File: src/rtl/rpt_pkg.sv
// Purpose: Shared constants and types for the ramped pulse train generator
// Assumes: 32-bit APB register bus, one system clock
// Notes:   Register offsets are byte addresses of aligned words

package rpt_pkg;

  // ---------------------------------------------------------------
  // Clock and rate figures
  // ---------------------------------------------------------------
  localparam int unsigned CLK_HZ        = 100_000_000;
  localparam int unsigned STEP_PPS      = 50;
  localparam int unsigned MAX_PPS       = 2000;
  localparam int unsigned TOGGLES_PER_PULSE = 2;
  localparam int unsigned STEP_TIME_MS  = 20;

  localparam int          RATE_W        = 12;
  localparam int          STEP_W        = 6;
  localparam int          SLOPE_W       = 16;
  localparam int          COUNT_W       = 32;

  // ---------------------------------------------------------------
  // Register map
  // ---------------------------------------------------------------
  localparam logic [7:0] ADDR_CTRL      = 8'h00;
  localparam logic [7:0] ADDR_PEAK_RATE = 8'h04;
  localparam logic [7:0] ADDR_TOTAL     = 8'h08;
  localparam logic [7:0] ADDR_SLOPE     = 8'h0C;
  localparam logic [7:0] ADDR_STATUS    = 8'h10;
  localparam logic [7:0] ADDR_CUR_COUNT = 8'h14;
  localparam logic [7:0] ADDR_INT_STAT  = 8'h18;
  localparam logic [7:0] ADDR_INT_MASK  = 8'h1C;

  // Status field positions
  localparam int STAT_CODE_LSB = 0;
  localparam int STAT_RUN_BIT  = 8;
  localparam int STAT_DONE_BIT = 9;

  // Interrupt bits
  localparam int INT_W        = 2;
  localparam int INT_DONE_BIT = 0;
  localparam int INT_ERR_BIT  = 1;

  // Error status codes
  localparam logic [7:0] CODE_NORMAL    = 8'h00;
  localparam logic [7:0] CODE_RATE_ERR  = 8'h02;
  localparam logic [7:0] CODE_RAMP_ERR  = 8'h03;

  // Reset values
  localparam logic [RATE_W-1:0]  RST_PEAK_RATE = 12'h3E8;
  localparam logic [COUNT_W-1:0] RST_TOTAL     = 32'h0000_0000;
  localparam logic [SLOPE_W-1:0] RST_SLOPE     = 16'h0001;

  // ---------------------------------------------------------------
  // Types
  // ---------------------------------------------------------------
  typedef struct packed {
    logic dir_mode;      // 0: pulse + level, 1: separate fwd/rev pulses
    logic direction;     // 0: forward, 1: reverse
    logic ramp_enable;
    logic request;
  } rpt_ctrl_s;

  typedef struct packed {
    rpt_ctrl_s              ctrl;
    logic [STEP_W-1:0]      peak_step;
    logic [SLOPE_W-1:0]     ramp_slope;
    logic [COUNT_W-1:0]     total_pulse_count;
    logic [COUNT_W-1:0]     const_pulses;
    logic                   use_ramp;
  } rpt_run_s;

  typedef enum logic [2:0] {
    ST_IDLE,
    ST_ACCEL,
    ST_CONST,
    ST_DECEL,
    ST_FINISH
  } rpt_state_e;

endpackage

File: src/rtl/rpt_pulse_train.sv
// Purpose: Ramped pulse train generator with APB registers and one interrupt
// Assumes: APB master on CLK_IN; request is a 0 to 1 change of the request bit
// Notes:   A run's settings are captured when it starts
//
// Behaviour
// - A run with ramp_enable set, a nonzero slope and a peak above 50 pps ramps up from rest to the peak rate and back down to rest at its end.
// - One slope setting drives both the up ramp and the down ramp.
// - Ramp step n runs at n times 50 pulses per second.
// - Ramp step n emits slope times n pulses.
// - A step therefore lasts slope times 20 ms, exactly via the step rate.
// - The up ramp covers the steps whose rates are below the peak, then the peak rate follows.
// - The down ramp uses the same steps in reverse and the same pulse count.
// - The constant phase emits the total minus both ramp pulse counts.
// - A run whose two ramps need more pulses than the total is refused with an error.
// - Output is either one pulse line plus a direction level, or separate fwd and rev pulses.
// - Peak rates outside 50 to 2000 or not a multiple of 50 are refused with code 02.
// - The ramp error reports code 03 and a normal run code 00.
// - The direction level is low for forward and high for reverse.

`timescale 1ns/1ps

module rpt_pulse_train #(
  parameter int unsigned CLK_HZ = rpt_pkg::CLK_HZ
) (
  // Clock and reset
  input  wire logic        CLK_IN,
  input  wire logic        SYS_RST_IN,
  // APB slave
  input  wire logic        PSEL_IN,
  input  wire logic        PENABLE_IN,
  input  wire logic        PWRITE_IN,
  input  wire logic [7:0]  PADDR_IN,
  input  wire logic [31:0] PWDATA_IN,
  output logic             PREADY_OUT,
  output logic [31:0]      PRDATA_OUT,
  output logic             PSLVERR_OUT,
  // Motor driver
  output logic             PULSE_OUT,
  output logic             REV_PULSE_OUT,
  output logic             DIR_OUT,
  // Interrupt
  output logic             IRQ_OUT
);

  localparam int ACC_W = 32;
  initial begin
    if (CLK_HZ < 4 * rpt_pkg::MAX_PPS || CLK_HZ > 32'hFFFF_0000) begin
      $error("rpt_pulse_train: CLK_HZ out of range");
    end
  end

  // ---------------------------------------------------------------
  // Registers
  // ---------------------------------------------------------------
  rpt_pkg::rpt_ctrl_s                ctrl;
  logic [rpt_pkg::RATE_W-1:0]        peak_pulse_rate;
  logic [rpt_pkg::COUNT_W-1:0]       total_pulse_count;
  logic [rpt_pkg::SLOPE_W-1:0]       ramp_slope;
  logic [rpt_pkg::INT_W-1:0]         int_stat;
  logic [rpt_pkg::INT_W-1:0]         int_mask;
  logic [7:0]                        err_code;
  logic                              running;
  logic                              done;
  logic [rpt_pkg::COUNT_W-1:0]       cur_count;
  logic                              req_prev;
  logic                              wr_en;
  logic                              rd_setup;
  logic                              addr_ok;

  assign wr_en    = PSEL_IN && PENABLE_IN && PWRITE_IN;
  assign rd_setup = PSEL_IN && !PENABLE_IN;
  assign PREADY_OUT = 1'b1;
  assign addr_ok  = PADDR_IN inside {rpt_pkg::ADDR_CTRL, rpt_pkg::ADDR_PEAK_RATE,
                                     rpt_pkg::ADDR_TOTAL, rpt_pkg::ADDR_SLOPE,
                                     rpt_pkg::ADDR_STATUS, rpt_pkg::ADDR_CUR_COUNT,
                                     rpt_pkg::ADDR_INT_STAT, rpt_pkg::ADDR_INT_MASK};

  always_ff @(posedge CLK_IN or posedge SYS_RST_IN) begin
    if (SYS_RST_IN) begin
      ctrl              <= '0;
      peak_pulse_rate   <= rpt_pkg::RST_PEAK_RATE;
      total_pulse_count <= rpt_pkg::RST_TOTAL;
      ramp_slope        <= rpt_pkg::RST_SLOPE;
      int_mask          <= '0;
    end else if (wr_en) begin
      unique case (PADDR_IN)
        rpt_pkg::ADDR_CTRL:      ctrl              <= PWDATA_IN[3:0];
        rpt_pkg::ADDR_PEAK_RATE: peak_pulse_rate   <= PWDATA_IN[rpt_pkg::RATE_W-1:0];
        rpt_pkg::ADDR_TOTAL:     total_pulse_count <= PWDATA_IN;
        rpt_pkg::ADDR_SLOPE:     ramp_slope        <= PWDATA_IN[rpt_pkg::SLOPE_W-1:0];
        rpt_pkg::ADDR_INT_MASK:  int_mask          <= PWDATA_IN[rpt_pkg::INT_W-1:0];
        default: ;
      endcase
    end
  end

  // Read data is latched in the setup cycle and shown in the access cycle
  always_ff @(posedge CLK_IN or posedge SYS_RST_IN) begin
    if (SYS_RST_IN) begin
      PRDATA_OUT  <= '0;
      PSLVERR_OUT <= 1'b0;
    end else if (rd_setup) begin
      PSLVERR_OUT <= !addr_ok;
      PRDATA_OUT  <= '0;
      unique case (PADDR_IN)
        rpt_pkg::ADDR_CTRL:      PRDATA_OUT <= {28'h000_0000, ctrl};
        rpt_pkg::ADDR_PEAK_RATE: PRDATA_OUT <= {20'h0_0000, peak_pulse_rate};
        rpt_pkg::ADDR_TOTAL:     PRDATA_OUT <= total_pulse_count;
        rpt_pkg::ADDR_SLOPE:     PRDATA_OUT <= {16'h0000, ramp_slope};
        rpt_pkg::ADDR_STATUS: begin
          PRDATA_OUT[rpt_pkg::STAT_CODE_LSB +: 8] <= err_code;
          PRDATA_OUT[rpt_pkg::STAT_RUN_BIT]       <= running;
          PRDATA_OUT[rpt_pkg::STAT_DONE_BIT]      <= done;
        end
        rpt_pkg::ADDR_CUR_COUNT: PRDATA_OUT <= cur_count;
        rpt_pkg::ADDR_INT_STAT:  PRDATA_OUT <= {30'h0000_0000, int_stat};
        rpt_pkg::ADDR_INT_MASK:  PRDATA_OUT <= {30'h0000_0000, int_mask};
        default: ;
      endcase
    end
  end

  // ---------------------------------------------------------------
  // Request edge and run validation
  // ---------------------------------------------------------------
  rpt_pkg::rpt_state_e               state;
  rpt_pkg::rpt_run_s                 run;
  rpt_pkg::rpt_run_s                 next_run;
  logic                              start_req;
  logic                              rate_bad;
  logic                              ramp_bad;
  logic [rpt_pkg::COUNT_W-1:0]       tri_steps;
  logic [rpt_pkg::COUNT_W:0]         ramp_pulses;
  logic [rpt_pkg::COUNT_W+1:0]       both_ramps;

  always_ff @(posedge CLK_IN or posedge SYS_RST_IN) begin
    if (SYS_RST_IN) begin
      req_prev <= 1'b0;
    end else begin
      req_prev <= ctrl.request;
    end
  end
  assign start_req = ctrl.request && !req_prev && (state == rpt_pkg::ST_IDLE);
  always_comb begin
    next_run                   = '0;
    next_run.ctrl              = ctrl;
    next_run.ramp_slope        = ramp_slope;
    next_run.total_pulse_count = total_pulse_count;
    next_run.peak_step = rpt_pkg::STEP_W'(peak_pulse_rate / rpt_pkg::RATE_W'(rpt_pkg::STEP_PPS));
    rate_bad = (peak_pulse_rate == '0)
            || (peak_pulse_rate > rpt_pkg::RATE_W'(rpt_pkg::MAX_PPS))
            || ((peak_pulse_rate % rpt_pkg::RATE_W'(rpt_pkg::STEP_PPS)) != '0);
    // Steps 1..K-1 lie below the peak: slope * K*(K-1)/2 pulses per ramp
    tri_steps = rpt_pkg::COUNT_W'((32'(next_run.peak_step) *
                (32'(next_run.peak_step) - 32'h0000_0001)) >> 1);
    next_run.use_ramp = ctrl.ramp_enable && (ramp_slope != '0)
                     && (next_run.peak_step > rpt_pkg::STEP_W'(1));
    ramp_pulses = next_run.use_ramp
                ? (rpt_pkg::COUNT_W+1)'(tri_steps * 32'(ramp_slope)) : '0;
    both_ramps  = {1'b0, ramp_pulses} + {1'b0, ramp_pulses};
    ramp_bad    = both_ramps > (rpt_pkg::COUNT_W+2)'(total_pulse_count);
    next_run.const_pulses = rpt_pkg::COUNT_W'(
                 (rpt_pkg::COUNT_W+2)'(total_pulse_count) - both_ramps);
  end

  // ---------------------------------------------------------------
  // Sequencer
  // ---------------------------------------------------------------
  logic [rpt_pkg::STEP_W-1:0]        step_n;
  logic [rpt_pkg::COUNT_W-1:0]       left;
  logic                              restart;
  logic                              div_en;
  logic                              pulse_fall;
  logic                              phase;
  logic [ACC_W-1:0]                  div_inc;
  logic                              ev_done;
  logic                              ev_err;
  logic                              last_in_step;
  function automatic logic [rpt_pkg::COUNT_W-1:0] step_pulses(
    input logic [rpt_pkg::SLOPE_W-1:0] slope,
    input logic [rpt_pkg::STEP_W-1:0]  n
  );
    step_pulses = rpt_pkg::COUNT_W'(32'(slope) * 32'(n));
  endfunction
  assign last_in_step = pulse_fall && (left == rpt_pkg::COUNT_W'(1));

  always_ff @(posedge CLK_IN or posedge SYS_RST_IN) begin
    if (SYS_RST_IN) begin
      state    <= rpt_pkg::ST_IDLE;
      run      <= '0;
      step_n   <= '0;
      left     <= '0;
      restart  <= 1'b0;
      err_code <= rpt_pkg::CODE_NORMAL;
      ev_done  <= 1'b0;
      ev_err   <= 1'b0;
    end else begin
      restart <= 1'b0;
      ev_done <= 1'b0;
      ev_err  <= 1'b0;
      unique case (state)
        rpt_pkg::ST_IDLE: begin
          if (start_req) begin
            run     <= next_run;
            restart <= 1'b1;
            if (rate_bad) begin
              err_code <= rpt_pkg::CODE_RATE_ERR;
              ev_err   <= 1'b1;
            end else if (ramp_bad) begin
              err_code <= rpt_pkg::CODE_RAMP_ERR;
              ev_err   <= 1'b1;
            end else if (next_run.use_ramp) begin
              err_code <= rpt_pkg::CODE_NORMAL;
              state    <= rpt_pkg::ST_ACCEL;
              step_n   <= rpt_pkg::STEP_W'(1);
              left     <= step_pulses(ramp_slope, rpt_pkg::STEP_W'(1));
            end else begin
              err_code <= rpt_pkg::CODE_NORMAL;
              state    <= rpt_pkg::ST_CONST;
              step_n   <= next_run.peak_step;
              left     <= total_pulse_count;
            end
          end
        end
        rpt_pkg::ST_ACCEL: begin
          if (pulse_fall) begin
            left <= left - rpt_pkg::COUNT_W'(1);
          end
          if (last_in_step) begin
            restart <= 1'b1;
            if (step_n == run.peak_step - rpt_pkg::STEP_W'(1)) begin
              state  <= rpt_pkg::ST_CONST;
              step_n <= run.peak_step;
              left   <= run.const_pulses;
            end else begin
              step_n <= step_n + rpt_pkg::STEP_W'(1);
              left   <= step_pulses(run.ramp_slope, step_n + rpt_pkg::STEP_W'(1));
            end
          end
        end
        rpt_pkg::ST_CONST: begin
          if (left == '0) begin
            restart <= 1'b1;
            if (run.use_ramp) begin
              state  <= rpt_pkg::ST_DECEL;
              step_n <= run.peak_step - rpt_pkg::STEP_W'(1);
              left   <= step_pulses(run.ramp_slope, run.peak_step - rpt_pkg::STEP_W'(1));
            end else begin
              state <= rpt_pkg::ST_FINISH;
            end
          end else if (pulse_fall) begin
            left <= left - rpt_pkg::COUNT_W'(1);
          end
        end
        rpt_pkg::ST_DECEL: begin
          if (pulse_fall) begin
            left <= left - rpt_pkg::COUNT_W'(1);
          end
          if (last_in_step) begin
            restart <= 1'b1;
            if (step_n == rpt_pkg::STEP_W'(1)) begin
              state <= rpt_pkg::ST_FINISH;
            end else begin
              step_n <= step_n - rpt_pkg::STEP_W'(1);
              left   <= step_pulses(run.ramp_slope, step_n - rpt_pkg::STEP_W'(1));
            end
          end
        end
        rpt_pkg::ST_FINISH: begin
          ev_done <= 1'b1;
          state   <= rpt_pkg::ST_IDLE;
        end
      endcase
    end
  end

  // ---------------------------------------------------------------
  // Pulse divider
  // ---------------------------------------------------------------
  assign div_en = ((state == rpt_pkg::ST_ACCEL) || (state == rpt_pkg::ST_CONST)
                || (state == rpt_pkg::ST_DECEL)) && (left != '0) && !restart;
  // Toggle rate is twice the pulse rate; n * 50 pps per step
  assign div_inc = ACC_W'(32'(step_n) * rpt_pkg::STEP_PPS
                 * rpt_pkg::TOGGLES_PER_PULSE);

  rpt_rate_divider #(
    .LIMIT (CLK_HZ),
    .ACC_W (ACC_W)
  ) u_divider (
    .clk_in     (CLK_IN),
    .rst_in     (SYS_RST_IN),
    .restart_in (restart),
    .enable_in  (div_en),
    .inc_in     (div_inc),
    .phase_out  (phase),
    .fall_out   (pulse_fall)
  );

  // ---------------------------------------------------------------
  // Run status and pulse count
  // ---------------------------------------------------------------
  always_ff @(posedge CLK_IN or posedge SYS_RST_IN) begin
    if (SYS_RST_IN) begin
      running   <= 1'b0;
      done      <= 1'b0;
      cur_count <= '0;
    end else begin
      if (start_req) begin
        done      <= 1'b0;
        cur_count <= '0;
      end else if (pulse_fall) begin
        cur_count <= cur_count + rpt_pkg::COUNT_W'(1);
      end
      if (state == rpt_pkg::ST_FINISH) begin
        running <= 1'b0;
        done    <= 1'b1;
      end else if (phase && div_en) begin
        running <= 1'b1;
      end
    end
  end

  // ---------------------------------------------------------------
  // Driver outputs
  // ---------------------------------------------------------------
  always_ff @(posedge CLK_IN or posedge SYS_RST_IN) begin
    if (SYS_RST_IN) begin
      PULSE_OUT     <= 1'b0;
      REV_PULSE_OUT <= 1'b0;
      DIR_OUT       <= 1'b0;
    end else if (run.ctrl.dir_mode) begin
      PULSE_OUT     <= phase && !run.ctrl.direction;
      REV_PULSE_OUT <= phase && run.ctrl.direction;
      DIR_OUT       <= 1'b0;
    end else begin
      PULSE_OUT     <= phase;
      REV_PULSE_OUT <= 1'b0;
      DIR_OUT       <= run.ctrl.direction;
    end
  end

  // ---------------------------------------------------------------
  // Interrupts: sticky, write one to clear, set wins
  // ---------------------------------------------------------------
  logic [rpt_pkg::INT_W-1:0] int_set;
  logic [rpt_pkg::INT_W-1:0] int_clr;
  always_comb begin
    int_set = '0;
    int_set[rpt_pkg::INT_DONE_BIT] = ev_done;
    int_set[rpt_pkg::INT_ERR_BIT]  = ev_err;
    int_clr = (wr_en && PADDR_IN == rpt_pkg::ADDR_INT_STAT)
            ? PWDATA_IN[rpt_pkg::INT_W-1:0] : '0;
  end
  always_ff @(posedge CLK_IN or posedge SYS_RST_IN) begin
    if (SYS_RST_IN) begin
      int_stat <= '0;
      IRQ_OUT  <= 1'b0;
    end else begin
      int_stat <= (int_stat & ~int_clr) | int_set;
      IRQ_OUT  <= |(((int_stat & ~int_clr) | int_set) & int_mask);
    end
  end

endmodule

File: src/rtl/rpt_rate_divider.sv
// Purpose: Phase-accumulator divider that turns a pulse rate into a square wave
// Assumes: Increment is twice the wanted pulse rate, limit is the clock rate
// Notes:   Restart clears the phase so each step begins a fresh period

`timescale 1ns/1ps

module rpt_rate_divider #(
  parameter int unsigned LIMIT = 100_000_000,
  parameter int          ACC_W = 32
) (
  // Clock and reset
  input  wire logic             clk_in,
  input  wire logic             rst_in,
  // Control
  input  wire logic             restart_in,
  input  wire logic             enable_in,
  input  wire logic [ACC_W-1:0] inc_in,
  // Output
  output logic                  phase_out,
  output logic                  fall_out
);

  localparam logic [ACC_W:0] LIMIT_V = (ACC_W+1)'(LIMIT);

  logic [ACC_W-1:0] acc;
  logic [ACC_W:0]   sum;
  logic             wrap;

  initial begin
    if (LIMIT == 0 || ACC_W < 8) begin
      $error("rpt_rate_divider: unusable LIMIT or ACC_W");
    end
  end

  assign sum  = {1'b0, acc} + {1'b0, inc_in};
  assign wrap = enable_in && (sum >= LIMIT_V);

  always_ff @(posedge clk_in or posedge rst_in) begin
    if (rst_in) begin
      acc <= '0;
    end else if (restart_in) begin
      acc <= '0;
    end else if (wrap) begin
      acc <= ACC_W'(sum - LIMIT_V);
    end else if (enable_in) begin
      acc <= ACC_W'(sum);
    end
  end

  always_ff @(posedge clk_in or posedge rst_in) begin
    if (rst_in) begin
      phase_out <= 1'b0;
      fall_out  <= 1'b0;
    end else if (restart_in) begin
      phase_out <= 1'b0;
      fall_out  <= 1'b0;
    end else begin
      fall_out <= wrap && phase_out;
      if (wrap) begin
        phase_out <= ~phase_out;
      end
    end
  end

endmodule

File: config.mk
export PLATFORM = sky130hd
export DESIGN_NAME = rpt_pulse_train
export DESIGN_NICKNAME = d
export VERILOG_FILES = /design/src/rtl/rpt_pkg.sv /design/src/rtl/rpt_pulse_train.sv /design/src/rtl/rpt_rate_divider.sv
export SDC_FILE = /design/constraint.sdc
export NUM_CORES = 2
export LEC_CHECK = 0
export ABC_AREA = 0
export CORE_UTILIZATION = 42
export DETAILED_ROUTE_END_ITERATION = 10
export DONT_BUFFER_PORTS = 1
export HOLD_SLACK_MARGIN = 0.06
export PLACE_DENSITY_LB_ADDON = 0.05
export SLEW_MARGIN = 20
export SYNTH_ARGS = -nofsm -noshare
export SYNTH_HDL_FRONTEND = slang
export SYNTH_HIERARCHICAL = 1
export SYNTH_SLANG_ARGS = --single-unit
File: constraint.sdc
create_clock -name CLK_IN -period 15.6 [get_ports CLK_IN]
set_input_delay 4.68 -clock CLK_IN [delete_from_list [all_inputs] [get_ports CLK_IN]]
set_output_delay 4.68 -clock CLK_IN [all_outputs]
set_load 0.02 [all_outputs]
== Word-level counts from Yosys, hierarchy flattened ==
Index checks and enable logic that the tools add are counted.
Storage, ports and cells
  input bits: 45
  bits in registers: 283
  logic and storage cells: 201
  output and inout port bits: 38
Cells by class
  magnitude comparators: 4
  multipliers: 6
  add/sub/neg operators: 10
  bitwise logic cells: 5
  multiplexer cells: 64
  reduce and logical (&&, ||, !) cells: 50
  divide/modulo/power cells: 2
  eq/ne operators: 25
Operator list (count)
  2-to-1 mux 32 bit: 16
  case mux 32 bit (4 select lines): 1
  case mux 22 bit (4 select lines): 1
  case mux 10 bit (8 select lines): 1
  multiplier 16 x 6 -> 22 bit: 3
  2-to-1 mux 6 bit: 10
  adder 33 x 33 -> 34 bit: 1
  greater-than comparator 34 x 32 -> 1 bit: 1
  adder 32 x 13 -> 33 bit: 1
  >= comparator 33 x 27 -> 1 bit, second input constant: 1
  multiplier 31 x 16 -> 33 bit: 1
  2-to-1 mux 33 bit: 1
  adder 32 x 1 -> 32 bit, second input constant: 1
  == test 32 x 1 -> 1 bit, second input constant: 1
  == test 8 x 5 -> 1 bit, second input constant: 4
  logical NOT 32 bit: 1
  nonzero test 32 bit: 1
  subtractor 32 x 1 -> 32 bit, second input constant: 1
  subtractor 32 x 27 -> 32 bit, second input constant: 1
  subtractor 32 bit: 1
  2-to-1 mux 3 bit: 9
  case mux 6 bit (4 select lines): 1
  != test 2 bit, second input constant: 10
  2-to-1 mux 1 bit: 18
  other kinds (41): 79

== Longest topological paths before layout ==
  word-level depth: 11
  mapped depth: 82
  depth with buffers taken out: 76

== Cells and area by module ==
The synthesis kept the hierarchy.
By module, submodules not included
  rpt_pulse_train: seq. area each 6089.6 um^2, instances 1, cells each 4097, area an instance 35540.3 um^2
  rpt_rate_divider: seq. area each 850.8 um^2, instances 1, cells each 515, area an instance 4061.4 um^2

== Worst setup path after synthesis ==
No wires, ideal clock.
  path type: register to register
  start point: register peak_pulse_rate[9] (netlist bit)
  end point: register left[10] (netlist bit)
  cell stages (with the launch flop): 78
  path slack: -0.706 ns
  required time: 15.475 ns
  arrival time: 16.181 ns
  library setup time: 0.125 ns
  cells stage by stage: dfstp_2 > buf_4 > o21ai_0 > a31o_1 > or2_0 > or3_4 > and2_1 > buf_2 > a41oi_2 > and3_4 > buf_6 > nor2_1 > o31ai_2 > nor2_2 > and3_1 > o21a_1 > nor2_1 > ha_1 > (+42 left out) > a21o_1 > xor2_1 > nand2_1 > inv_1 > ha_1 > and4_1 > a21oi_1 > a21boi_0 > o21ai_0 > nand2b_1 > a211oi_1 > o21ai_0 > o211ai_1 > inv_1 > nor2_1 > a31oi_4 > buf_6 > mux2_4
On the way
  longest elaborated chain between the ends: 9
RTL lines
  from (decl): RTL line rpt_pulse_train.sv:56  | logic [rpt_pkg::RATE_W-1:0] peak_pulse_rate;
  from (signal assigned): RTL line rpt_pulse_train.sv:81  | peak_pulse_rate <= rpt_pkg::RST_PEAK_RATE;
  from (signal assigned): RTL line rpt_pulse_train.sv:88  | rpt_pkg::ADDR_PEAK_RATE: peak_pulse_rate <= PWDATA_IN[rpt_pkg::RATE_W-1:0];
  divider 12 x 6 -> 12 bit: RTL line rpt_pulse_train.sv:149  | next_run.peak_step = rpt_pkg::STEP_W'(peak_pulse_rate / rpt_pkg::RATE_W'(rpt_pkg::STEP_PPS));
  subtractor 6 x 1 -> 7 bit: RTL line rpt_pulse_train.sv:155  | (32'(next_run.peak_step) - 32'h0000_0001)) >> 1);
  multiplier 7 x 7 -> 14 bit: RTL line rpt_pulse_train.sv:154  | tri_steps = rpt_pkg::COUNT_W'((32'(next_run.peak_step) *
  multiplier 31 x 16 -> 33 bit: RTL line rpt_pulse_train.sv:159  | ? (rpt_pkg::COUNT_W+1)'(tri_steps * 32'(ramp_slope)) : '0;
  2-to-1 mux 33 bit: RTL line rpt_pulse_train.sv:159
  adder 33 x 33 -> 34 bit: RTL line rpt_pulse_train.sv:160  | both_ramps = {1'b0, ramp_pulses} + {1'b0, ramp_pulses};
  greater-than comparator 34 x 32 -> 1 bit: RTL line rpt_pulse_train.sv:161  | ramp_bad = both_ramps > (rpt_pkg::COUNT_W+2)'(total_pulse_count);
  != test 2 bit (no source line)
  AND reduction 5 bit (no source line)
  to (signal assigned): RTL line rpt_pulse_train.sv:216  | left <= step_pulses(ramp_slope, rpt_pkg::STEP_W'(1));
  to (signal assigned): RTL line rpt_pulse_train.sv:221  | left <= total_pulse_count;
  to (signal assigned): RTL line rpt_pulse_train.sv:227  | left <= left - rpt_pkg::COUNT_W'(1);
  to (decl): RTL line rpt_pulse_train.sv:170  | logic [rpt_pkg::COUNT_W-1:0] left;
Parallel ways exist; a longest one is shown, timed or not. The select of a mux whose other input is x is not followed.
A chain may end at the register's enable or synchronous reset.

== Final worst setup path ==
  start point: register peak_pulse_rate[7] (netlist bit)
  end point: register left[13] (netlist bit)
Same word-level chain as after synthesis.

==> flow_summary.yaml <==
synthesis:
  ys_top_cells_by_count: "inv_1 (622), nand2_1 (590), fa_1 (419)"
  synthTopCellsByArea: "fa_1 (21%), dfrtp_1 (17%), ha_1 (11%)"
  ys_async_sr_fraction_pct: 100.0
  syn_avg_cell_area_um2: 8.587
  synth_cells: 4612
  synth_edf_count: 0
  yosysSeqAreaShare_pct: 17.53
  netlist.area_leader.share_pct: 21.18
  syn_area_mm2: 0.03960
  yosysTopAreaCell: "fa_1"
  ys_types: 115
  synth-main-ff-cell: "dfrtp_1"
  ys_ff_latch: 277
  yosys_warnings: 6
  yosysMostFrequentCell: "inv_1"
critical_path:
  arrival_ns: 16.16
  critPathSlowestCell: "fa_1"
  cp.required_ns: 16.06
  path_max_fanout: 8
  cp-end-kind: "flip-flop"
  r2r_end: "left[13]$_DFFE_PP0P_"
  max_stage_delay_ns: 0.56
  worstSetupPathType: "reg2reg"
  critPathLaunchType: "flip-flop"
  rr_startpoint: "peak_pulse_rate[7]$_DFFE_PP1P_"
  reg2reg_depth: 78
  r2r_slack_ns: -0.10
pwr:
  vdd_drop_max_mv: 0.3545
  p_int_mw: 2.078
  p_clk_share_pct: 27.4
  p_switching_mw: 1.419
  pwr-share-comb_pct: 50.2
  switching_share_pct: 40.58
  power_density_mw_per_mm2: 75.46
  p_leak_nw: 23.17
  seqPwrFrac_pct: 22.4
  finalPower_mw: 3.498
route:
  routed_wl_mm: 123.8
  vias: 33227
  highest_layer: "met5"
  wl_per_cell_um: 20.06
  dr_wl_met3_mm: 5.264
  drt_iter0_markers: 1974
  drt-met1-wl_mm: 59.14
  dr.pass1.iters: 8
  viasPerCell: 5.382
  route.met2.wl_mm: 57.82
  remaining_drc_errors: 0
  ant_nets: 0
place:
  place_hpwl_mm: 96.76
  dpl-instance-area_mm2: 0.04352
  gp_congestion: 0.8753
  portBuffers: 0
  post-place-ws_ns: -0.9216
  dp_cells: 6044
clock_tree:
  cts_buffers: 38
  cts.sinks: 277
  htree_levels: 2
  clkSlewWorstSetupHoldPaths_ns: 0.06
  clockBufferDepth: 3
  postCtsHoldBufs: 0
  root_buffer: "clkbuf_16"
  clk_latency_ns: 0.60
  cts_tree: "yes"
sta:
  tightest_slew_ns: 1.061
  maxSlewViolCount: 0
  fin_crit_sh_pct: 100.6
  fmax_ghz: 0.06369
  rsz0062_at_grt: "true"
  finalSetupTns_ns: -2.416
  slew_headroom_pct: 29.17
  fin_hold_ws_ns: 0.4643
  finalSetupViolCount: 38
  clock_skew_ns: 0.02891
  hold_viol: 0
  layout_setup_ws_ns: -0.1002
  fin_crit_ns: 15.70
finish:
  area_delta_synth_final_pct: 17.05
  fin_area_mm2: 0.04635
  fill_cells: 9191
  instances_no_fill: 6174
  postLayoutCoreUtil_pct: 49.66
  drive_gt1_share_pct: 17.65
  finalNetCount: 5692
job:
  drv_cap: 0
die:
  die_x_um: 309.1
  initial_utilization_pct: 42.43
  row_count: 112
  fp.coreArea_mm2: 0.09333
  die_area_mm2: 0.09552
  die_y_um: 309.1
  io_pins: 83
grt:
  grt_overflow: 0
  grtUsageTotal_pct: 26.36
  grt_max_degree: 146
  grt_pass1_vias: 33742
  antenna_found_initial: 5
  grt_pass1_wl_mm: 197.7
status:
  violations: "setup timing"
  outcome: "finished, violations left"
min_path:
  min-delay-start: "ev_done$_DFF_PP0_"
  hold_path_class: "reg2reg"
  holdPathStages: 1
  whs_endpoint: "int_stat[0]$_DFF_PP0_"
[worst max path at each step]
stage,startpoint,to,cells past startpoint
final,peak_pulse_rate[7]$_DFFE_PP1P_,left[13]$_DFFE_PP0P_,78
after global routing,peak_pulse_rate[7]$_DFFE_PP1P_,left[30]$_DFFE_PP0P_,76
after CTS,peak_pulse_rate[9]$_DFFE_PP1P_,step_n[0]$_DFFE_PP0P_,76
after detailed placement,peak_pulse_rate[11]$_DFFE_PP0P_,left[8]$_DFFE_PP0P_,74
after global placement,peak_pulse_rate[11]$_DFFE_PP0P_,left[8]$_DFFE_PP0P_,74
after floorplan,peak_pulse_rate[9]$_DFFE_PP1P_,left[10]$_DFFE_PP0P_,77
[power by group through the flow]
stage	logic, mW	registers (mW)	clock network (mW)
5_1_grt	1.92	0.787	1.00
6_report	1.76	0.783	0.959
3_3_place_gp	1.61	0.795	0
4_1_cts	1.65	0.783	0.984
2_1_floorplan	0.895	0.778	0
3_5_place_dp	1.61	0.795	0
[routing by layer]
layer	global-route usage (%)	vias up
met1	37.52	16643
met2	43.42	609
met3	3.110	89
met5	0	-
met4	4.294	6
li1	-	15880
[cell type report]
cell class / instances / area [um^2] / area share [%]
multi-input combinational: 3503 / 30550 / 65.91
sequential: 277 / 6943 / 14.98
timing repair buffer: 442 / 3570 / 7.701
inverter: 626 / 2365 / 5.102
tap: 1254 / 1569 / 3.385
clock buffer: 48 / 1071 / 2.311
clock inverter: 21 / 277.8 / 0.5993
antenna: 3 / 7.507 / 0.01620
[cell families after synthesis]
| logic type | share of synthesized area (%) |
|---|---|
| compound gates | 15.75 |
| xor+xnor | 5.197 |
| fa+ha+maj | 31.92 |
| buf+inv | 8.354 |
| flops | 17.53 |
| mux | 3.624 |
| other cells | 0.01896 |
| simple gates | 17.60 |
[flip-flops by register name (all words and copies together) (netlist names), 12 cells and up]
register,cells
PRDATA_OUT,32
cur_count,32
left,32
peak_pulse_rate,12
ramp_slope,16
run,57
total_pulse_count,32
u_divider/acc,32
[repair_timing]
action / in CTS / in global routing
gates cloned: 3 / 0
endpoints found under the hold margin: 0 / 0
setup buffers: 29 / 29
setup endpoints to repair: 49 / 55
pin swaps: 20 / 114
resized for setup: 69 / 162
[placed cells by master, fill, tap and decap left out, types with 39 or more instances in the layout]
cell / count
nand3_1: 63
nand2_1: 582
mux2i_1: 49
buf_4: 410
xnor2_1: 141
a21oi_1: 178
nor2_1: 223
a21o_1: 86
mux2_2: 71
nor2b_1: 68
dfrtp_1: 268
xor2_1: 85
nand2b_1: 39
ha_1: 319
inv_1: 603
fa_1: 413
and2_1: 174
o21ai_0: 177
clkbuf_16: 41
nor3_1: 54
[critical path: cells and delay by family, from the launching register on]
kind,cells,cell delay (ns)
flops,1,0.41
fa+ha+maj,14,6.20
buf+inv,22,2.58
xor+xnor,2,0.31
mux,1,0.29
compound gates,29,4.55
simple gates,10,1.19
Note: power is estimated with default switching activity, not from simulation.
